[src/inc/wsi_regs.svh]
// offsets, field positions, reset values and counts of the wake/status block
`ifndef WSI_REGS_SVH
`define WSI_REGS_SVH

// ****************************************
// register map and commands
// ****************************************
`define WSI_STATUS_ADR 5'h08
`define WSI_CMD_IRQ_CLR 3'h5
`define WSI_STATUS_RST 8'h00

// ****************************************
// status field positions
// ****************************************
`define WSI_POS_AUX 0
`define WSI_POS_LOW 1
`define WSI_POS_WAKE 2
`define WSI_POS_KEY 3

// ****************************************
// timing counts
// ****************************************
// debounce terminal count in divided data clock periods
`define WSI_DEB_TERM 8195
// core clock cycles per divided data clock period
`define WSI_DIVIDED_DATA_CLOCK_DIV 16
// least hold time of a wake level in off mode, in ns
`define WSI_WAKE_MIN_NS 1000
`define WSI_CLK_NS 10
`define WSI_WAKE_MIN_CYC \
    ((`WSI_WAKE_MIN_NS + `WSI_CLK_NS - 1) / `WSI_CLK_NS)

`endif

[src/inc/wsi_pkg.sv]
// types shared by the wake/status block
package wsi_pkg;

    // ****************************************
    // status register layout
    // ****************************************
    typedef struct packed {
        logic [4:0] key;  // key_status_bit 5..1
        logic wake;       // woken by wake_pin
        logic low;        // external supply low
        logic aux;        // aux supply present
    } wsi_status_t;

    // ****************************************
    // register port request
    // ****************************************
    typedef struct packed {
        logic rd_stb;      // register read strobe
        logic [4:0] addr;  // register address
        logic cmd_stb;     // command strobe
        logic [2:0] cmd;   // command bits 7..5
    } wsi_req_t;

    typedef enum logic {
        WSI_DB_IDLE,
        WSI_DB_RUN
    } wsi_db_state_t;

endpackage

[src/logic/wsi_wakeup_irq.sv]
// wake-up sources, status flags and interrupt line of the transceiver
// Function
// status register readable at address 8
// interrupt on wake, aux, or key events
// status read clears sticky flags and interrupt
// key bits report inverted key level
// wake flag forces supply and clock enables
// low flag clears on recovery plus read
// off mode key fall wakes device
// after key wake set key bit, interrupt
// first host clock cycle may be short
// key event clears and starts debounce counter
// terminal count updates keys, interrupts, stops
// same key again stops counter, no update
// other key event restarts the counter
// running counter forces supply and clock enables
// key interrupt cleared by read or command
// off mode wake pin rise wakes device
// wake rise sets flag, irq on 0-to-1
// low wake pin never enters off mode
// aux detect sets aux flag and interrupt
// aux rise sets flag, irq on 0-to-1
// clear command 101 drops interrupt
// interrupt level holds until cleared
`timescale 1ns/100ps

`include "wsi_regs.svh"

module wsi_wakeup_irq
    import wsi_pkg::*;
#(
    parameter int DEB_TERM = `WSI_DEB_TERM,
    parameter int DIVIDED_DATA_CLOCK_DIV = `WSI_DIVIDED_DATA_CLOCK_DIV,
    parameter int WAKE_MIN = `WSI_WAKE_MIN_CYC
) (
    input wire logic core_clk,          // 100 MHz clock
    input wire logic rst_b,             // async reset, low
    input wire logic off_mode,          // power mode is off
    input wire logic [4:0] key_input,   // key pins, low active
    input wire logic wake_pin,          // wake pin level
    input wire logic aux_supply_pin,    // aux above threshold
    input wire logic supply_low,        // supply out below low
    input wire logic supply_good,       // supply above upper
    input wire logic ctrl3_sup_en,      // control reg 3 supply bit
    input wire logic ctrl3_clk_en,      // control reg 3 clock bit
    input wsi_req_t req,                // register/command port
    output logic [7:0] rd_data_reg,     // read data
    output logic irq_reg,               // interrupt to host
    output logic host_reset_b_reg,      // host reset, low
    output logic supplies_on_reg,       // internal/ext supplies
    output logic supply_out_enable_reg, // effective supply bit
    output logic clk_out_enable_reg     // effective clock bit
);

    // ****************************************
    // helpers
    // ****************************************
    function automatic logic rise(input logic cur, input logic prev);
        return cur & ~prev;
    endfunction

    // one-hot to index; events on several keys take the lowest
    function automatic logic [2:0] first_set(input logic [4:0] v);
        logic [2:0] idx;
        idx = 3'h0;
        for (int i = 4; i >= 0; i--) begin
            if (v[i]) begin
                idx = 3'(i);
            end
        end
        return idx;
    endfunction

    logic [4:0] key_bits_reg;
    logic wake_flag_reg;
    logic low_flag_reg;
    logic aux_flag_reg;
    wsi_status_t status;
    wsi_db_state_t db_state_reg;
    logic [4:0] key_prev_reg;
    logic wake_prev_reg;
    logic aux_prev_reg;
    logic off_prev_reg;
    logic [15:0] divided_data_clock_cnt_reg;
    logic [13:0] deb_cnt_reg;
    logic [2:0] deb_key_reg;
    logic [15:0] hold_cnt_reg;
    logic key_woke_reg;
    logic pin_woke_reg;
    logic low_read_reg;

    logic divided_data_clock_tick;
    logic active;
    logic stat_rd;
    logic irq_clr;
    logic [4:0] key_evt;
    logic any_key_evt;
    logic deb_done;
    logic resume;
    logic wake_set;
    logic aux_set;
    logic key_irq;

    assign active = ~off_mode;
    assign stat_rd = req.rd_stb && (req.addr == `WSI_STATUS_ADR);
    assign irq_clr = req.cmd_stb && (req.cmd == `WSI_CMD_IRQ_CLR);
    assign key_evt = active ? (key_input ^ key_prev_reg) : 5'h00;
    assign any_key_evt = |key_evt;
    assign resume = off_prev_reg & active;
    assign status = '{key: key_bits_reg, wake: wake_flag_reg,
        low: low_flag_reg, aux: aux_flag_reg};

    // ****************************************
    // divided data clock
    // ****************************************
    always_ff @(posedge core_clk or negedge rst_b) begin
        if (!rst_b) begin
            divided_data_clock_cnt_reg <= 16'h0000;
        end else if (divided_data_clock_cnt_reg == 16'(DIVIDED_DATA_CLOCK_DIV - 1)) begin
            divided_data_clock_cnt_reg <= 16'h0000;
        end else begin
            divided_data_clock_cnt_reg <= divided_data_clock_cnt_reg + 16'h0001;
        end
    end

    assign divided_data_clock_tick = (divided_data_clock_cnt_reg == 16'(DIVIDED_DATA_CLOCK_DIV - 1));

    // ****************************************
    // edge history
    // ****************************************
    always_ff @(posedge core_clk or negedge rst_b) begin
        if (!rst_b) begin
            key_prev_reg <= 5'h1F;
            wake_prev_reg <= 1'b0;
            aux_prev_reg <= 1'b0;
            off_prev_reg <= 1'b0;
        end else begin
            key_prev_reg <= key_input;
            wake_prev_reg <= wake_pin;
            aux_prev_reg <= aux_supply_pin;
            off_prev_reg <= off_mode;
        end
    end

    // ****************************************
    // debounce counter
    // ****************************************
    assign deb_done = (db_state_reg == WSI_DB_RUN) && divided_data_clock_tick
        && (deb_cnt_reg == 14'(DEB_TERM - 1));

    always_ff @(posedge core_clk or negedge rst_b) begin
        if (!rst_b) begin
            db_state_reg <= WSI_DB_IDLE;
            deb_cnt_reg <= 14'h0000;
            deb_key_reg <= 3'h0;
        end else begin
            case (db_state_reg)
                WSI_DB_IDLE: begin
                    if (any_key_evt) begin
                        db_state_reg <= WSI_DB_RUN;
                        deb_cnt_reg <= 14'h0000;
                        deb_key_reg <= first_set(key_evt);
                    end
                end
                WSI_DB_RUN: begin
                    if (any_key_evt && key_evt[deb_key_reg]) begin
                        db_state_reg <= WSI_DB_IDLE;
                    end else if (any_key_evt) begin
                        deb_cnt_reg <= 14'h0000;
                        deb_key_reg <= first_set(key_evt);
                    end else if (deb_done || off_mode) begin
                        db_state_reg <= WSI_DB_IDLE;
                    end else if (divided_data_clock_tick) begin
                        deb_cnt_reg <= deb_cnt_reg + 14'h0001;
                    end
                end
                default: begin
                    db_state_reg <= WSI_DB_IDLE;
                end
            endcase
        end
    end

    // ****************************************
    // off mode wake detection
    // ****************************************
    // hold counter restarts whenever neither wake level is present
    always_ff @(posedge core_clk or negedge rst_b) begin
        if (!rst_b) begin
            hold_cnt_reg <= 16'h0000;
            key_woke_reg <= 1'b0;
            pin_woke_reg <= 1'b0;
        end else if (!off_mode) begin
            hold_cnt_reg <= 16'h0000;
            if (off_prev_reg == 1'b0) begin
                key_woke_reg <= 1'b0;
                pin_woke_reg <= 1'b0;
            end
        end else if ((&key_input) && !wake_pin) begin
            hold_cnt_reg <= 16'h0000;
        end else if (hold_cnt_reg == 16'(WAKE_MIN - 1)) begin
            key_woke_reg <= key_woke_reg | ~(&key_input);
            pin_woke_reg <= pin_woke_reg | wake_pin;
        end else begin
            hold_cnt_reg <= hold_cnt_reg + 16'h0001;
        end
    end

    // supplies drop only by the external off request, never by wake_pin
    always_ff @(posedge core_clk or negedge rst_b) begin
        if (!rst_b) begin
            supplies_on_reg <= 1'b0;
            host_reset_b_reg <= 1'b0;
        end else begin
            if ((off_mode && hold_cnt_reg == 16'(WAKE_MIN - 1)
                    && !((&key_input) && !wake_pin))
                    || (off_mode && aux_supply_pin)) begin
                supplies_on_reg <= 1'b1;
                host_reset_b_reg <= 1'b0;
            end else if (off_mode && !supplies_on_reg) begin
                host_reset_b_reg <= 1'b0;
            end else if (off_mode && !off_prev_reg) begin
                supplies_on_reg <= 1'b0;
                host_reset_b_reg <= 1'b0;
            end else if (supplies_on_reg || active) begin
                supplies_on_reg <= 1'b1;
                host_reset_b_reg <= supply_good;
            end
        end
    end

    // ****************************************
    // status flags
    // ****************************************
    assign wake_set = (active && rise(wake_pin, wake_prev_reg))
        || (resume && pin_woke_reg);
    assign aux_set = rise(aux_supply_pin, aux_prev_reg);

    // key bits take the inverted pin level at debounce end
    always_ff @(posedge core_clk or negedge rst_b) begin
        if (!rst_b) begin
            key_bits_reg <= 5'h00;
        end else if (deb_done || (resume && key_woke_reg)) begin
            key_bits_reg <= ~key_input;
        end
    end

    // set beats a same-cycle read clear
    always_ff @(posedge core_clk or negedge rst_b) begin
        if (!rst_b) begin
            wake_flag_reg <= 1'b0;
            aux_flag_reg <= 1'b0;
        end else begin
            if (wake_set) begin
                wake_flag_reg <= 1'b1;
            end else if (stat_rd) begin
                wake_flag_reg <= 1'b0;
            end
            if (aux_set) begin
                aux_flag_reg <= 1'b1;
            end else if (stat_rd) begin
                aux_flag_reg <= 1'b0;
            end
        end
    end

    // read may come after supply_low ends but before recovery; remember it until then
    always_ff @(posedge core_clk or negedge rst_b) begin
        if (!rst_b) begin
            low_flag_reg <= 1'b0;
            low_read_reg <= 1'b0;
        end else if (supply_low) begin
            low_flag_reg <= 1'b1;
            low_read_reg <= 1'b0;
        end else if (low_flag_reg && supply_good
                && (stat_rd || low_read_reg)) begin
            low_flag_reg <= 1'b0;
            low_read_reg <= 1'b0;
        end else if (stat_rd && low_flag_reg) begin
            low_read_reg <= 1'b1;
        end
    end

    // ****************************************
    // interrupt
    // ****************************************
    assign key_irq = deb_done || (resume && key_woke_reg);

    always_ff @(posedge core_clk or negedge rst_b) begin
        if (!rst_b) begin
            irq_reg <= 1'b0;
        end else if (key_irq || (wake_set && !wake_flag_reg)
                || (aux_set && !aux_flag_reg)) begin
            irq_reg <= 1'b1;
        end else if (stat_rd || irq_clr) begin
            irq_reg <= 1'b0;
        end
    end

    // ****************************************
    // read data and forced enables
    // ****************************************
    always_ff @(posedge core_clk or negedge rst_b) begin
        if (!rst_b) begin
            rd_data_reg <= `WSI_STATUS_RST;
        end else if (stat_rd) begin
            rd_data_reg <= status;
        end
    end

    // clock gate downstream is asynchronous: host sees a short first cycle
    always_ff @(posedge core_clk or negedge rst_b) begin
        if (!rst_b) begin
            supply_out_enable_reg <= 1'b0;
            clk_out_enable_reg <= 1'b0;
        end else begin
            supply_out_enable_reg <= ctrl3_sup_en || wake_flag_reg
                || (db_state_reg == WSI_DB_RUN);
            clk_out_enable_reg <= ctrl3_clk_en || wake_flag_reg
                || (db_state_reg == WSI_DB_RUN);
        end
    end

endmodule

[config.mk]
export PLATFORM = sky130hd
export DESIGN_NAME = wsi_wakeup_irq
export DESIGN_NICKNAME = d
export VERILOG_FILES = /design/src/inc/wsi_pkg.sv /design/src/logic/wsi_wakeup_irq.sv
export VERILOG_INCLUDE_DIRS = /design/src /design/src/inc
export SDC_FILE = /design/constraint.sdc
export NUM_CORES = 1
export LEC_CHECK = 0
export ABC_CLOCK_PERIOD_IN_PS = 2860
export BUFFER_PORTS_ARGS = -buffer_cell sky130_fd_sc_hd__buf_2
export CAP_MARGIN = 20
export CORE_MARGIN = 1.5
export CORE_UTILIZATION = 60
export CTS_BUF_LIST = sky130_fd_sc_hd__clkbuf_2
export CTS_CLUSTER_SIZE = 10
export DETAILED_ROUTE_END_ITERATION = 8
export GPL_ROUTABILITY_DRIVEN = 0
export PLACE_DENSITY = 0.88
export REMOVE_ABC_BUFFERS = 1
export SLEW_MARGIN = 20
export SYNTH_ARGS = -nofsm -noshare
export SYNTH_HDL_FRONTEND = slang
export SYNTH_SLANG_ARGS = --single-unit
[constraint.sdc]
create_clock -name core_clk -period 2.86 [get_ports core_clk]
set_input_delay 0.429 -clock core_clk [delete_from_list [all_inputs] [get_ports core_clk]]
set_output_delay 0.429 -clock core_clk [all_outputs]
set_load 0.05 [all_outputs]
==> out/metrics.cfg <==
[worst_hold_path]
min-delay-path-class=input port to register
hold_depth=2
hold-path-endpoint=low_read_reg
hold_start=supply_low

[timing]
worstMarginPinSlew_ns=0.703
grt_setup_unrepaired=no
fin_setup_tns_ns=0
setup_violations=0
drv_slew=0
hold_viol=0
min_period_ns=2.37
fmax_ghz=0.423
fin_crit_sh=0.828
clock_skew_ns=0.0235
whs_ns=0.0419
slew_headroom=0.531

[global_route]
grt_start_max_net_pins=83
grt_use_total=0.231
overflow=0
grt_pass1_vias=3004
grt_pass1_wl_um=12900
antenna_found_initial=0

[cells_and_area]
antenna_cells=0
ff_latch_area_mm2=0.00206
fin_nets=453
nFillCells=451
multi_input_area_mm2=0.00175
mostFrequentLayoutCells=77 x dfrtp_1, 51 x nand2_1, 38 x nor2_1
drive_gt1_frac=0.174
final_cells=507
area_growth_pct=11.8
utilization=0.688
layout_commonest_cell=dfrtp_1

[cts]
htree_num_levels=3
cts_buffer_depth=2
cts.sinks=82
path_clk_slew_ns=0.22
root_buffer=clkbuf_2
cts_tree=yes
clk_latency_ns=0.53
cts_buffers=9

[setup_path]
cp_max_fo=14
r2r_cells=5
regToRegSetupSlack_ns=0.60
r2r-start=key_prev_reg[0]
required_ns=3.29
crit_path_end_kind=register
reg2reg_to=deb_cnt_reg[1]
cp-start-kind=input port
crit_arrival_ns=2.80
crit_type=input port to register

[die]
dieWidth_um=83.5
rows=29
io_pins=37
initial_utilization=0.615
fp.dieH_um=83.5
die_area_mm2=0.00697
core_area_mm2=0.00631

[routing]
final_antenna_net_count=0
firstDrtPassIters=4
first_iter_violations=126
viasPerCell=5.89
post-route-drc-count=0
wl_um=7530
avgRoutedWirePerCell_um=14.9
dr_total_vias=2988

[synth]
synth_top_family_by_area=simple AND/OR/NAND/NOR gates
synth_compound_area_frac=0.120
synthCells=375
synth-main-ff-cell=dfrtp_1
synthXorXnorAreaFrac=0.0789
synthAdderAreaFrac=0.0129
synth-edff-count=0
synth_mux_area_frac=0.0145
yosysWarnings=0
yosysUniqueCellTypes=51
async_flop_share=1.00
ys_seq_elements=82
synth_top_cell_area_share=0.496
yosysSeqAreaShare=0.530
yosys.area_share.simple=0.224
yosys-top-cells-area=dfrtp_1 50%, nand2_1 4.9%, xnor2_1 4.5%
synth_top_area_cell=dfrtp_1
syn_area_mm2=0.00388
synth.avg_cell_area_um2=10.4

[power]
leakage_uw=0.00195
ir_worst_vdd_mv=0.466
powerDensity_mw_per_mm2=564

[run_status]
status=complete, no violations

[placement]
place.port_buffers=36
dp.cells=483
dp_hpwl_um=5120

[run]
drv_cap=0

## layout make-up
class	instances	share of cell area
flip-flops and latches	82	0.474
multi-input cells	277	0.403
repair buffers	48	0.0683
well taps	77	0.0222
clock inverters	7	0.0161
clock buffers	9	0.0104
inverters	7	0.00605
## Yosys cell counts (2+ instances only)
master    number
mux2i_1        3
nor2b_1        6
and4_1         4
nand4_1        5
nand2_1       51
ha_1           4
xor2_1        15
nor4b_1        2
and3_1        14
a21o_1         2
or4_1          3
inv_1          6
and2_1         2
o21ai_1        4
o21ai_0        7
a31oi_2        8
xnor2_1       20
nand3_1       19
dfstp_2        5
nor3_1         5
a21oi_1       12
nor2_1        38
nor4_1         5
o221ai_1       2
a41oi_1        3
or3_1          3
clkbuf_1       5
dfrtp_1       77
buf_2          2
a211oi_1       2
o22ai_1        2
buf_6          2
a31oi_1       12
nand2b_1       8
## per-layer routing
metal | global-route usage | wire (um) | up-vias
li1 | - | - | 1431
met1 | 0.286 | 3310 | 1471
met2 | 0.388 | 3750 | 64
met3 | 0.0643 | 288 | 22
met4 | 0.0879 | 178 | 0
met5 | 0 | 0 | -
## per-stage QoR
stage	area [um2]	total power (uW)	setup slack [ns]
floorplan	3830	1700	0.627
global placement	4140	1840	0.598
detailed placement	4140	1860	0.538
CTS	4320	2460	0.571
global route	4340	2570	0.431
finish	4340	2450	0.493
## power breakdown
part	switching (uW)	leakage, uW	internal, uW
sequential	70.6	0.00105	1260
clock	398	0.0000733	201
combinational	353	0.000835	165
total	822	0.00195	1630
## worst max path at each step
stage                     cells after the start  slack, ns       startpoint        endpoint
after floorplan                               5       0.63  key_prev_reg[0]  deb_cnt_reg[6]
after global placement                        6       0.60     key_input[0]  deb_cnt_reg[1]
after detailed placement                      6       0.54     key_input[0]  deb_cnt_reg[1]
after CTS                                     7       0.57     key_input[0]  deb_cnt_reg[1]
after global routing                          7       0.43     key_input[0]  deb_cnt_reg[1]
final                                         7       0.49     key_input[0]  deb_cnt_reg[1]
## kinds of logic (layout without fill, tap and decap cells)
family | after synthesis | after routing
adder cells (fa/ha/maj) | 4 | 4
flip-flops | 82 | 82
multiplexers | 5 | 5
XOR/XNOR | 35 | 35
AND/OR/NAND/NOR | 171 | 171
buffers and inverters | 16 | 71
AO/OA/AOI/OAI | 62 | 62
## worst max-delay path, stage by stage
cell and delay, ns:
dlygate4sd3_1 0.53, buf_2 0.15, xnor2_1 0.27, a31oi_1 0.27, a211oi_2 0.44, o32a_4 0.37
mux2_4 0.32
## repair_timing
item | in CTS | in global routing
hold endpoints to repair | 6 | 78
gates resized for setup | 0 | 0
buffers inserted | 0 | 0
hold buffers | 6 | 2
Note: power is estimated with default switching activity, not from simulation.
